==> src/shared/e3ts_regs.svh <==
// Register map, field positions, reset values and frame geometry constants.
// Assumes inclusion by bare name from the design file; the bench files do not include it.
`ifndef E3TS_REGS_SVH
`define E3TS_REGS_SVH

`define E3TS_ADDR_CTRL      8'h00
`define E3TS_ADDR_OVH_INS1  8'h04
`define E3TS_ADDR_OVH_INS2  8'h08
`define E3TS_ADDR_OVH_VAL   8'h0c
`define E3TS_ADDR_STATUS    8'h10

`define E3TS_CTRL_MODE_LSB  0
`define E3TS_CTRL_DIR_LSB   2
`define E3TS_CTRL_MRK_BIT   4
`define E3TS_CTRL_EN_BIT    5
`define E3TS_INS1_GROUPS    4
`define E3TS_INS2_GROUPS    2
`define E3TS_VAL_A_BIT      0
`define E3TS_VAL_N_BIT      1
`define E3TS_VAL_MA_LSB     8
`define E3TS_VAL_NR_LSB     16
`define E3TS_VAL_GC_LSB     24
`define E3TS_STAT_RUN_BIT   0
`define E3TS_STAT_ILL_BIT   1
`define E3TS_STAT_POS_LSB   16

`define E3TS_CTRL_RST       6'h00
`define E3TS_SRC_SEL_RST    12'ha2a
`define E3TS_OVH_VAL_RST    32'hffff_0000

`define E3TS_DS3_FRAME_BITS  13'h1298
`define E3TS_G751_FRAME_BITS 13'h0600
`define E3TS_G751_SET_BITS   13'h0180
`define E3TS_G751_FAS_BITS   13'h000a
`define E3TS_G751_A_POS      13'h000a
`define E3TS_G751_N_POS      13'h000b
`define E3TS_G751_CJ_END     13'h0004
`define E3TS_G751_STF_END    13'h0008
`define E3TS_G751_SYNC_LAST  13'h0180
`define E3TS_G751_FAS_PAT    10'h3d0
`define E3TS_G832_FRAME_BITS 13'h10c8
`define E3TS_G832_FA1_BYTE   10'h000
`define E3TS_G832_FA2_BYTE   10'h001
`define E3TS_G832_EM_BYTE    10'h03c
`define E3TS_G832_TR_BYTE    10'h078
`define E3TS_G832_MA_BYTE    10'h0b4
`define E3TS_G832_NR_BYTE    10'h0f0
`define E3TS_G832_GC_BYTE    10'h12c
`define E3TS_G832_FA1_PAT    8'hf6
`define E3TS_G832_FA2_PAT    8'h28
`define E3TS_G832_TR_AUTO    8'h00
`define E3TS_G832_NR_AUTO    8'hff
`define E3TS_G832_GC_AUTO    8'hff

`define E3TS_MASK_ALL       4'hf
`define E3TS_MASK_FRAME     4'hd
`define E3TS_MASK_JUST      4'hc
`define E3TS_MASK_EM        4'h5

`endif

==> src/shared/e3ts_pkg.sv <==
// Types shared by the transmit sync and overhead sourcing block.
// Assumes the register constants come from e3ts_regs.svh.
package e3ts_pkg;
  typedef enum logic [1:0] {
    MODE_G751,
    MODE_G832,
    MODE_DS3_M13,
    MODE_DS3_CBIT
  } e3ts_mode_t;

  typedef enum logic [1:0] {
    SRC_AUTO,
    SRC_REG,
    SRC_DATA,
    SRC_PIN
  } e3ts_src_t;

  typedef enum logic [1:0] {
    DIR_HIZ,
    DIR_IN,
    DIR_OUT,
    DIR_RSVD
  } e3ts_dir_t;

  typedef enum logic [2:0] {
    GRP_0,
    GRP_1,
    GRP_2,
    GRP_3,
    GRP_4,
    GRP_5,
    GRP_NONE
  } e3ts_grp_t;
endpackage

==> src/shared/e3ts_pin_if.sv <==
// Carrier for synchronised transmit pin levels and clock edge pulses.
// Assumes both ends run on sys_clk.
interface e3ts_pin_if;
  logic clk_rise;
  logic clk_fall;
  logic data_lvl;
  logic ovh_lvl;
  logic sync_lvl;

  modport src (output clk_rise, output clk_fall, output data_lvl, output ovh_lvl,
               output sync_lvl);
  modport dst (input clk_rise, input clk_fall, input data_lvl, input ovh_lvl,
               input sync_lvl);
endinterface

==> src/hw/e3ts_pin_sync.sv <==
// Three-stage pin synchronisers and transmit clock edge detection.
// Assumes pins are asynchronous to sys_clk, which runs well above the pin clock.
module e3ts_pin_sync
  import e3ts_pkg::*;
#(
  parameter int unsigned N_PINS = 4
) (
  input  logic              sys_clk,
  input  logic              rst,
  input  logic [N_PINS-1:0] pin_raw,
  e3ts_pin_if.src           pins
);
  logic [N_PINS-1:0] s1_ff;
  logic [N_PINS-1:0] s2_ff;
  logic [N_PINS-1:0] s3_ff;
  logic [N_PINS-1:0] lvl_ff;
  logic              rise_ff;
  logic              fall_ff;

  // A change counts only once stages two and three agree, so a glitch is ignored.
  genvar i;
  generate
    for (i = 0; i < N_PINS; i++) begin : g_pin
      always_ff @(posedge sys_clk) begin
        if (rst) begin
          s1_ff[i]  <= 1'b0;
          s2_ff[i]  <= 1'b0;
          s3_ff[i]  <= 1'b0;
          lvl_ff[i] <= 1'b0;
        end else begin
          s1_ff[i] <= pin_raw[i];
          s2_ff[i] <= s1_ff[i];
          s3_ff[i] <= s2_ff[i];
          if (s2_ff[i] == s3_ff[i]) begin
            lvl_ff[i] <= s3_ff[i];
          end
        end
      end
    end
  endgenerate

  always_ff @(posedge sys_clk) begin
    if (rst) begin
      rise_ff <= 1'b0;
      fall_ff <= 1'b0;
    end else begin
      rise_ff <= s2_ff[0] & s3_ff[0] & ~lvl_ff[0];
      fall_ff <= ~s2_ff[0] & ~s3_ff[0] & lvl_ff[0];
    end
  end

  assign pins.clk_rise = rise_ff;
  assign pins.clk_fall = fall_ff;
  assign pins.data_lvl = lvl_ff[1];
  assign pins.ovh_lvl  = lvl_ff[2];
  assign pins.sync_lvl = lvl_ff[3];
endmodule

==> src/hw/e3ts_top.sv <==
// Transmit system-side frame sync and overhead sourcing for one E3 channel.
// Assumes an Avalon-MM master on sys_clk and system logic clocking the pins.
//
// The Avalon-MM interface to the registers and the address map were decided locally.
`include "e3ts_regs.svh"

module e3ts_top
  import e3ts_pkg::*;
(
  input  logic        sys_clk,
  input  logic        rst,
  input  logic [7:0]  avs_address,
  input  logic        avs_read,
  input  logic        avs_write,
  input  logic [31:0] avs_writedata,
  input  logic [3:0]  avs_byteenable,
  output logic [31:0] avs_readdata,
  output logic        avs_waitrequest,
  input  logic        tx_clock_in,
  input  logic        tx_serial_data_in,
  input  logic        tx_overhead_in,
  input  logic        tx_frame_sync_in,
  output logic        tx_frame_sync_out,
  output logic        tx_frame_sync_oe,
  output logic        tx_gapped_clock,
  output logic        tx_overhead_clock,
  output logic        tx_framed_data,
  output logic        tx_framed_valid,
  input  logic        rx_remote_defect,
  input  logic        rx_remote_error
);
  e3ts_pin_if pins ();

  e3ts_pin_sync #(
    .N_PINS (4)
  ) u_pin_sync (
    .sys_clk (sys_clk),
    .rst     (rst),
    .pin_raw ({tx_frame_sync_in, tx_overhead_in, tx_serial_data_in, tx_clock_in}),
    .pins    (pins)
  );

  e3ts_mode_t       mode_ff;
  e3ts_dir_t        dir_ff;
  logic             mrk_sel_ff;
  logic             enable_ff;
  logic [5:0][1:0]  src_sel_ff;
  logic [31:0]      ovh_val_ff;
  logic             restart_ff;
  logic             waitreq_ff;
  logic [31:0]      rdata_ff;
  logic [12:0]      pos_ff;
  logic             synced_ff;
  logic             prev_sync_ff;
  logic [7:0]       bip_acc_ff;
  logic [7:0]       bip_ff;
  logic             illegal_ff;
  logic             sync_out_ff;
  logic             sync_oe_ff;
  logic             gap_ff;
  logic             ovh_clk_ff;
  logic             data_out_ff;
  logic             valid_ff;

  logic             wr_go;
  logic [31:0]      wmask;
  logic [31:0]      rd_c;
  logic             resync_c;
  logic             running_c;
  logic [12:0]      cur_pos_c;
  logic [12:0]      frame_bits_c;
  e3ts_grp_t        grp_c;
  e3ts_src_t        sel_c;
  e3ts_src_t        eff_c;
  logic [12:0]      g751_off_c;
  logic [1:0]       g751_set_c;
  logic [2:0]       bb_c;
  logic [7:0]       auto_byte_c;
  logic [7:0]       reg_byte_c;
  logic             auto_bit_c;
  logic             reg_bit_c;
  logic             bit_c;
  logic             need_data_c;
  logic             need_pin_c;
  logic             start_hi_c;
  logic             illegal_c;

  localparam logic [9:0] G751_FAS_PAT = `E3TS_G751_FAS_PAT;

  // Allowed sources per mode and group, one bit per source code.
  function automatic logic [3:0] src_mask(e3ts_mode_t m, e3ts_grp_t g);
    logic [3:0] mk;
    mk = `E3TS_MASK_ALL;
    unique case (m)
      MODE_G751: begin
        if (g == GRP_0) mk = `E3TS_MASK_FRAME;
        else if (g == GRP_3 || g == GRP_4) mk = `E3TS_MASK_JUST;
      end
      MODE_G832: begin
        if (g == GRP_0 || g == GRP_2) mk = `E3TS_MASK_FRAME;
        else if (g == GRP_1) mk = `E3TS_MASK_EM;
      end
      MODE_DS3_M13: begin
        if (g == GRP_4) mk = `E3TS_MASK_JUST;
      end
      MODE_DS3_CBIT: begin
        if (g == GRP_4) mk = `E3TS_MASK_JUST;
        else if (g == GRP_5) mk = `E3TS_MASK_FRAME;
      end
    endcase
    return mk;
  endfunction

  // A function result cannot be bit-selected directly, so the mask is held first.
  function automatic logic src_ok(e3ts_mode_t m, e3ts_grp_t g, e3ts_src_t s);
    logic [3:0] mk;
    mk = src_mask(m, g);
    return mk[s];
  endfunction

  // Avalon slave: one wait cycle, then the answer stands for one cycle.
  assign wr_go = avs_write & ~waitreq_ff;
  always_comb begin
    for (int b = 0; b < 4; b++) begin
      wmask[b*8 +: 8] = {8{avs_byteenable[b]}};
    end
  end

  always_comb begin
    rd_c = 32'h0000_0000;
    unique case (avs_address)
      `E3TS_ADDR_CTRL: begin
        rd_c[`E3TS_CTRL_MODE_LSB +: 2] = mode_ff;
        rd_c[`E3TS_CTRL_DIR_LSB +: 2]  = dir_ff;
        rd_c[`E3TS_CTRL_MRK_BIT]       = mrk_sel_ff;
        rd_c[`E3TS_CTRL_EN_BIT]        = enable_ff;
      end
      `E3TS_ADDR_OVH_INS1: rd_c[7:0] = src_sel_ff[3:0];
      `E3TS_ADDR_OVH_INS2: rd_c[3:0] = src_sel_ff[5:4];
      `E3TS_ADDR_OVH_VAL:  rd_c = ovh_val_ff;
      `E3TS_ADDR_STATUS: begin
        rd_c[`E3TS_STAT_RUN_BIT]       = running_c;
        rd_c[`E3TS_STAT_ILL_BIT]       = illegal_ff;
        rd_c[`E3TS_STAT_POS_LSB +: 13] = pos_ff;
      end
      default: rd_c = 32'h0000_0000;
    endcase
  end

  always_ff @(posedge sys_clk) begin
    if (rst) begin
      waitreq_ff <= 1'b1;
      rdata_ff   <= 32'h0000_0000;
    end else if (!waitreq_ff) begin
      waitreq_ff <= 1'b1;
    end else if (avs_read || avs_write) begin
      waitreq_ff <= 1'b0;
      rdata_ff   <= avs_read ? rd_c : 32'h0000_0000;
    end
  end

  always_ff @(posedge sys_clk) begin
    if (rst) begin
      {enable_ff, mrk_sel_ff, dir_ff, mode_ff} <= `E3TS_CTRL_RST;
      src_sel_ff <= `E3TS_SRC_SEL_RST;
      ovh_val_ff <= `E3TS_OVH_VAL_RST;
      restart_ff <= 1'b0;
    end else begin
      restart_ff <= 1'b0;
      if (wr_go && avs_address == `E3TS_ADDR_CTRL && avs_byteenable[0]) begin
        mode_ff    <= e3ts_mode_t'(avs_writedata[`E3TS_CTRL_MODE_LSB +: 2]);
        dir_ff     <= e3ts_dir_t'(avs_writedata[`E3TS_CTRL_DIR_LSB +: 2]);
        mrk_sel_ff <= avs_writedata[`E3TS_CTRL_MRK_BIT];
        enable_ff  <= avs_writedata[`E3TS_CTRL_EN_BIT];
        restart_ff <= 1'b1;
      end
      if (wr_go && avs_address == `E3TS_ADDR_OVH_INS1 && avs_byteenable[0]) begin
        src_sel_ff[3:0] <= avs_writedata[7:0];
      end
      if (wr_go && avs_address == `E3TS_ADDR_OVH_INS2 && avs_byteenable[0]) begin
        src_sel_ff[5:4] <= avs_writedata[3:0];
      end
      if (wr_go && avs_address == `E3TS_ADDR_OVH_VAL) begin
        ovh_val_ff <= (ovh_val_ff & ~wmask) | (avs_writedata & wmask);
      end
    end
  end

  // Input sync: a low-to-high change on a falling edge marks the first bit.
  assign resync_c  = (dir_ff == DIR_IN) & pins.sync_lvl & ~prev_sync_ff;
  assign running_c = enable_ff & ((dir_ff != DIR_IN) | synced_ff);
  assign cur_pos_c = resync_c ? 13'h0000 : pos_ff;
  assign bb_c      = 3'd7 - cur_pos_c[2:0];
  assign g751_set_c = 2'(cur_pos_c / `E3TS_G751_SET_BITS);
  assign g751_off_c = cur_pos_c % `E3TS_G751_SET_BITS;

  always_comb begin
    unique case (mode_ff)
      MODE_G751: frame_bits_c = `E3TS_G751_FRAME_BITS;
      MODE_G832: frame_bits_c = `E3TS_G832_FRAME_BITS;
      MODE_DS3_M13, MODE_DS3_CBIT: frame_bits_c = `E3TS_DS3_FRAME_BITS;
    endcase
  end

  // Overhead group of the bit at the next sampling edge.
  always_comb begin
    grp_c = GRP_NONE;
    if (mode_ff == MODE_G751) begin
      if (g751_set_c == 2'd0) begin
        if (g751_off_c < `E3TS_G751_FAS_BITS) grp_c = GRP_0;
        else if (g751_off_c == `E3TS_G751_A_POS) grp_c = GRP_1;
        else if (g751_off_c == `E3TS_G751_N_POS) grp_c = GRP_2;
      end else if (g751_off_c < `E3TS_G751_CJ_END) begin
        grp_c = GRP_3;
      end else if (g751_set_c == 2'd3 && g751_off_c < `E3TS_G751_STF_END) begin
        grp_c = GRP_4;
      end
    end else if (mode_ff == MODE_G832) begin
      unique case (cur_pos_c[12:3])
        `E3TS_G832_FA1_BYTE, `E3TS_G832_FA2_BYTE: grp_c = GRP_0;
        `E3TS_G832_EM_BYTE: grp_c = GRP_1;
        `E3TS_G832_TR_BYTE: grp_c = GRP_2;
        `E3TS_G832_MA_BYTE: grp_c = GRP_3;
        `E3TS_G832_NR_BYTE: grp_c = GRP_4;
        `E3TS_G832_GC_BYTE: grp_c = GRP_5;
        default: grp_c = GRP_NONE;
      endcase
    end
  end

  // illegal choices fall back to the data stream
  always_comb begin
    sel_c = SRC_DATA;
    if (grp_c != GRP_NONE) begin
      sel_c = e3ts_src_t'(src_sel_ff[grp_c]);
    end
    eff_c = src_ok(mode_ff, grp_c, sel_c) ? sel_c : SRC_DATA;
  end

  always_comb begin
    auto_byte_c = `E3TS_G832_TR_AUTO;
    auto_bit_c  = 1'b1;
    if (mode_ff == MODE_G751) begin
      if (grp_c == GRP_0) auto_bit_c = G751_FAS_PAT[4'd9 - 4'(g751_off_c)];
      else if (grp_c == GRP_1) auto_bit_c = rx_remote_defect;
    end else begin
      unique case (grp_c)
        GRP_0: begin
          auto_byte_c = cur_pos_c[3] ? `E3TS_G832_FA2_PAT : `E3TS_G832_FA1_PAT;
        end
        GRP_1: auto_byte_c = bip_ff;
        GRP_2: auto_byte_c = `E3TS_G832_TR_AUTO;
        GRP_3: auto_byte_c = {rx_remote_defect, rx_remote_error, 6'h00};
        GRP_4: auto_byte_c = `E3TS_G832_NR_AUTO;
        GRP_5: auto_byte_c = `E3TS_G832_GC_AUTO;
        GRP_NONE: auto_byte_c = `E3TS_G832_TR_AUTO;
      endcase
      auto_bit_c = auto_byte_c[bb_c];
    end
  end

  always_comb begin
    reg_byte_c = ovh_val_ff[`E3TS_VAL_MA_LSB +: 8];
    if (grp_c == GRP_4) reg_byte_c = ovh_val_ff[`E3TS_VAL_NR_LSB +: 8];
    else if (grp_c == GRP_5) reg_byte_c = ovh_val_ff[`E3TS_VAL_GC_LSB +: 8];
    reg_bit_c = reg_byte_c[bb_c];
    if (mode_ff == MODE_G751) begin
      reg_bit_c = (grp_c == GRP_2) ? ovh_val_ff[`E3TS_VAL_N_BIT] : ovh_val_ff[`E3TS_VAL_A_BIT];
    end
  end

  always_comb begin
    bit_c = pins.data_lvl;
    if (grp_c != GRP_NONE) begin
      unique case (eff_c)
        SRC_AUTO: bit_c = auto_bit_c;
        SRC_REG:  bit_c = reg_bit_c;
        SRC_DATA: bit_c = pins.data_lvl;
        // overhead taken from the overhead pin
        SRC_PIN:  bit_c = pins.ovh_lvl;
      endcase
    end
  end

  assign need_data_c = (grp_c == GRP_NONE) | (eff_c == SRC_DATA);
  assign need_pin_c  = (grp_c != GRP_NONE) & (eff_c == SRC_PIN);

  always_comb begin
    unique case (mode_ff)
      MODE_G751: start_hi_c = pos_ff <= `E3TS_G751_SYNC_LAST;
      MODE_G832: start_hi_c = pos_ff[12:3] <= `E3TS_G832_GC_BYTE;
      MODE_DS3_M13, MODE_DS3_CBIT: start_hi_c = pos_ff == 13'h0000;
    endcase
  end

  always_comb begin
    illegal_c = 1'b0;
    for (int g = 0; g < 6; g++) begin
      if (!src_ok(mode_ff, e3ts_grp_t'(g), e3ts_src_t'(src_sel_ff[g]))) illegal_c = 1'b1;
    end
  end

  // a sync rise takes the bit as frame start
  always_ff @(posedge sys_clk) begin
    if (rst || restart_ff || !enable_ff) begin
      pos_ff       <= 13'h0000;
      synced_ff    <= 1'b0;
      prev_sync_ff <= 1'b0;
      bip_acc_ff   <= 8'h00;
      bip_ff       <= 8'h00;
      data_out_ff  <= 1'b0;
      valid_ff     <= 1'b0;
    end else begin
      valid_ff <= 1'b0;
      if (pins.clk_fall) begin
        // a held sync level does not restart
        prev_sync_ff <= pins.sync_lvl;
        if (resync_c) synced_ff <= 1'b1;
        if (running_c || resync_c) begin
          data_out_ff <= bit_c;
          valid_ff    <= 1'b1;
          if (cur_pos_c == frame_bits_c - 13'h0001) begin
            pos_ff     <= 13'h0000;
            bip_ff     <= bip_acc_ff ^ (8'h01 << bb_c) & {8{bit_c}};
            bip_acc_ff <= 8'h00;
          end else begin
            pos_ff     <= cur_pos_c + 13'h0001;
            bip_acc_ff <= bip_acc_ff ^ ((8'h01 << bb_c) & {8{bit_c}});
          end
        end
      end
    end
  end

  always_ff @(posedge sys_clk) begin
    if (rst) begin
      illegal_ff <= 1'b0;
      sync_oe_ff <= 1'b0;
    end else begin
      illegal_ff <= illegal_c;
      sync_oe_ff <= dir_ff == DIR_OUT;
    end
  end

  // outputs are set on the rising edge; the gapped and overhead clocks clear on the falling edge
  always_ff @(posedge sys_clk) begin
    if (rst || !running_c) begin
      sync_out_ff <= 1'b0;
      gap_ff      <= 1'b0;
      ovh_clk_ff  <= 1'b0;
    end else if (pins.clk_rise) begin
      // with mrk_sel_ff clear, start output falls once per frame; with it set, it is low on each overhead bit
      sync_out_ff <= mrk_sel_ff ? (grp_c == GRP_NONE) : start_hi_c;
      gap_ff      <= need_data_c;
      ovh_clk_ff  <= need_pin_c;
    end else if (pins.clk_fall) begin
      gap_ff     <= 1'b0;
      ovh_clk_ff <= 1'b0;
    end
  end

  // pin timing relies on the documented clock rate
  assign avs_waitrequest   = waitreq_ff;
  assign avs_readdata      = rdata_ff;
  assign tx_frame_sync_out = sync_out_ff;
  assign tx_frame_sync_oe  = sync_oe_ff;
  assign tx_gapped_clock   = gap_ff;
  assign tx_overhead_clock = ovh_clk_ff;
  assign tx_framed_data    = data_out_ff;
  assign tx_framed_valid   = valid_ff;
endmodule

==> config.mk <==
export PLATFORM = sky130hd
export DESIGN_NAME = e3ts_top
export DESIGN_NICKNAME = d
export VERILOG_FILES = /design/src/shared/e3ts_pkg.sv /design/src/shared/e3ts_pin_if.sv /design/src/hw/e3ts_pin_sync.sv /design/src/hw/e3ts_top.sv
export VERILOG_INCLUDE_DIRS = /design/src /design/src/shared
export SDC_FILE = /design/constraint.sdc
export NUM_CORES = 1
export LEC_CHECK = 0
export ABC_AREA = 1
export BUFFER_PORTS_ARGS = -buffer_cell sky130_fd_sc_hd__buf_2
export CORE_UTILIZATION = 40
export CTS_CLUSTER_DIAMETER = 120
export DETAILED_ROUTE_END_ITERATION = 8
export PLACE_DENSITY_LB_ADDON = 0.05
export SETUP_SLACK_MARGIN = 0.5
export SYNTH_ARGS = -nofsm -noshare
export SYNTH_HDL_FRONTEND = slang
export SYNTH_SLANG_ARGS = --single-unit
==> constraint.sdc <==
create_clock -name sys_clk -period 11.7 [get_ports sys_clk]
set_input_delay 1.17 -clock sys_clk [delete_from_list [all_inputs] [get_ports sys_clk]]
set_output_delay 1.17 -clock sys_clk [all_outputs]
set_load 0.02 [all_outputs]
==> reports/summary.txt <==
Sum Neg Setup Slack: 0 ns
Die area: 21270 µm²
Worst clock skew: 0.01222 ns
Ports: 93
Crit path max-delay family: simple AND/OR/NAND/NOR gates
YS warnings: 0
Vias/cell: 5.126
Seq cells post-synth: 140
Initial Util: 40.91%
Post-synthesis cell count: 1272
Synthesized area: 8278 µm²
Hold buffers post-CTS: 0
R2R setup slack: 4.32 ns
Die Ht: 145.9 µm
Final Non-Filler Cells: 1632
Post-synth top flop: dfxtp_1
Post-synthesis compound-gate area fraction: 17.09%
Combinational Power Share: 2.8%
Worst VDD drop: 0.09132 mV
Layout area overhead: 15.89%
CP dominant cell by count: nand2_1
CP required: 12.05 ns
GR met1 Demand/Resource: 34.01%
Largest net degree at the start of global routing: 65
Htree depth: 4
Syn_nets: 1338
M2 GR Usage: 38.23%
Detailed Place HPWL: 18940 µm
Buf/Inv on CP: 8
Power per standard cell area: 116.2 nW/µm²
Tcrit/Tclk final: 63.08%
Largest stage delay, worst path: 0.43 ns
Core box area: 20230 µm²
Commonest cells after routing, fill and taps aside: nand2_1, inv_1, dfxtp_1
Site row count: 52
Seq/Total Area, Yosys: 33.86%
CP arrival: 7.73 ns
Maximum clock frequency: 135.5 MHz
Slowest CP cell: nor2_1
Switching power: 239.2 µW
Crit Path Category: flip-flop to flip-flop
Post-Place Cells: 1601
Crit start category: flip-flop
Final setup vio count: 0
Crit path max fanout: 17
Routed WL: 25180 µm
Leakage: 0.004321 µW
Cts repair resizes: 0
TritonRoute pass-1 iters: 5
CTS tree: yes
WL/cell: 15.43 µm
Nets: 1416
Sink Count: 140
Critical Path Stages: 54
CTS root buf: clkbuf_16
Drt initial violations: 564
Unique masters post-synth: 55
Post-synth EDFFs: 0
Setup bufs post-CTS: 0
Count of input and output buffers: 92
Final ANT Viol Nets: 0
Sw frac: 21.46%
Outcome: complete, no violations
Slew headroom: 27.84%
Adder-Cell Fraction of Synth Area: 1.814%
Worst r2r src: dir_ff[0]
Clock share of power: 54.1%
Largest family of logic cells by synthesized area: simple AND/OR/NAND/NOR gates
CP Capture Type: flip-flop
Worst skew pair latency: 0.42 ns
Total gr overflow: 0
GR peak layer: met2
Clock-pin slew on the worst setup and hold paths: 0.06 ns
Met3 usage: 4.263%
Final hold violation count: 0
Async set or reset register ratio after synthesis: 0%
Clock Tree Buf Depth: 2
RSZ-0062 raised after global routing: false
Synth Area in Simple Gates: 35.75%
Most common cell after layout, fill and taps aside: nand2_1
Hold Crit Start: u_pin_sync.s1_ff[3]
Hold depth: 2
Die width: 145.9 µm
Max Slew Vio Count: 0
DRC viols: 0
Worst reg2reg path depth: 54
Worst Hold Class: flip-flop to flip-flop
Slew at the pin with the worst max-slew slack: 1.078 ns
Vias in the first global route: 7761
Area share of xor/xnor cells in the synthesized design: 0.9522%
CP startpoint: dir_ff[0]
Reg power frac: 43.1%
Share of cells above drive strength 1: 14.90%
Syn avg cell area: 6.508 µm²
GR Util All Layers: 24.26%
Max Cap Viol: 0
Internal power: 875.5 µW
Final Critical Period: 7.381 ns
N_diodes: 0
Initial antenna violation count: 0
TritonCTS Buffers: 17
Via count: 8365
Mux contribution to synthesized area: 0%
First-pass GRT wire length: 41100 µm
Final Wtd Congestion: 0.9171
## area by class of cell
type | count | area, µm²
inverters | 181 | 679.4
clock buffers | 19 | 442.9
well taps | 270 | 337.8
fillers | 2125 | 10640
multi-input cells | 911 | 4607
flip-flops and latches | 140 | 2803
repair buffers | 99 | 513.0
clock inverters | 12 | 210.2
## metal layers
metal / wire [µm] / share of wire [%] / vias up
met5: 0 / 0 / -
met4: 289 / 1.1 / 0
met2: 11490 / 46 / 203
met3: 1085 / 4.3 / 23
li1: - / - / 4318
met1: 12310 / 49 / 3821
## kinds of logic (layout without fill, tap and decap cells)
kind of cell / count (synthesis) / count (layout)
simple gates: 647 / 647
buf+inv: 221 / 311
compound gates: 243 / 243
flops: 140 / 140
xor+xnor: 9 / 9
fa+ha+maj: 12 / 12
## worst reg2reg max path: cells and delay by family (launching register included)
kind	cells	cell delay (ns)
xor gates and xnor gates	1	0.29
DFF	1	0.33
adders and majority gates	1	0.28
and+or+nand+nor	42	5.03
AOI/OAI and AO/OA	2	0.31
buffers and inverters	8	1.07
## power groups by stage
| stage | Clock, µW | Combinational (µW) | Sequential (µW) |
|---|---|---|---|
| finish | 603 | 31.6 | 480 |
| detailed placement | 0 | 31.9 | 491 |
| floorplan | 0 | 15.1 | 491 |
| global placement | 0 | 31.8 | 491 |
| global route | 630 | 35.0 | 480 |
| CTS | 613 | 32.0 | 480 |
## cells in the mapped netlist, types with 4 or more instances
cell / number / area (µm²)
nand2_1: 353 / 1325
inv_1: 165 / 619.3
dfxtp_1: 140 / 2803
a21oi_1: 110 / 550.5
nor2_1: 106 / 397.9
nand3_1: 80 / 400.4
o21ai_0: 46 / 230.2
nand4_1: 29 / 181.4
clkbuf_1: 28 / 105.1
o211ai_1: 24 / 180.2
nand2_2: 19 / 118.9
o22ai_1: 17 / 106.4
nor3_1: 14 / 70.07
o21ai_1: 14 / 70.07
ha_1: 12 / 150.1
inv_2: 12 / 45.04
nand2_4: 11 / 123.9
a211oi_1: 9 / 67.56
xor2_1: 8 / 70.07
nand3_2: 7 / 70.07
nor2_2: 6 / 37.54
nor2_4: 6 / 67.56
nor4_1: 5 / 31.28
buf_2: 4 / 20.02
buf_6: 4 / 45.04
clkinv_1: 4 / 15.01
o2111ai_1: 4 / 35.03
## worst paths after layout
kind	end
max	bip_acc_ff[1]
min reg2reg	u_pin_sync.s2_ff[3]
max reg2reg	bip_acc_ff[1]
min	u_pin_sync.s2_ff[3]
## per-stage QoR
stage	power, µW	hold slack [ns]	worst slack, ns	instance area (µm²)	util, %
floorplan	506.0	0.3883	5.642	8278	-
CTS	1125	0.4021	4.336	9593	47.41
detailed placement	522.7	0.3931	4.340	8940	44.18
global placement	522.6	0.3907	4.488	8940	44.18
global route	1145	0.4233	3.336	9593	47.41
finish	1115	0.4015	4.319	9593	47.41
Note: power is estimated with default switching activity, not from simulation.
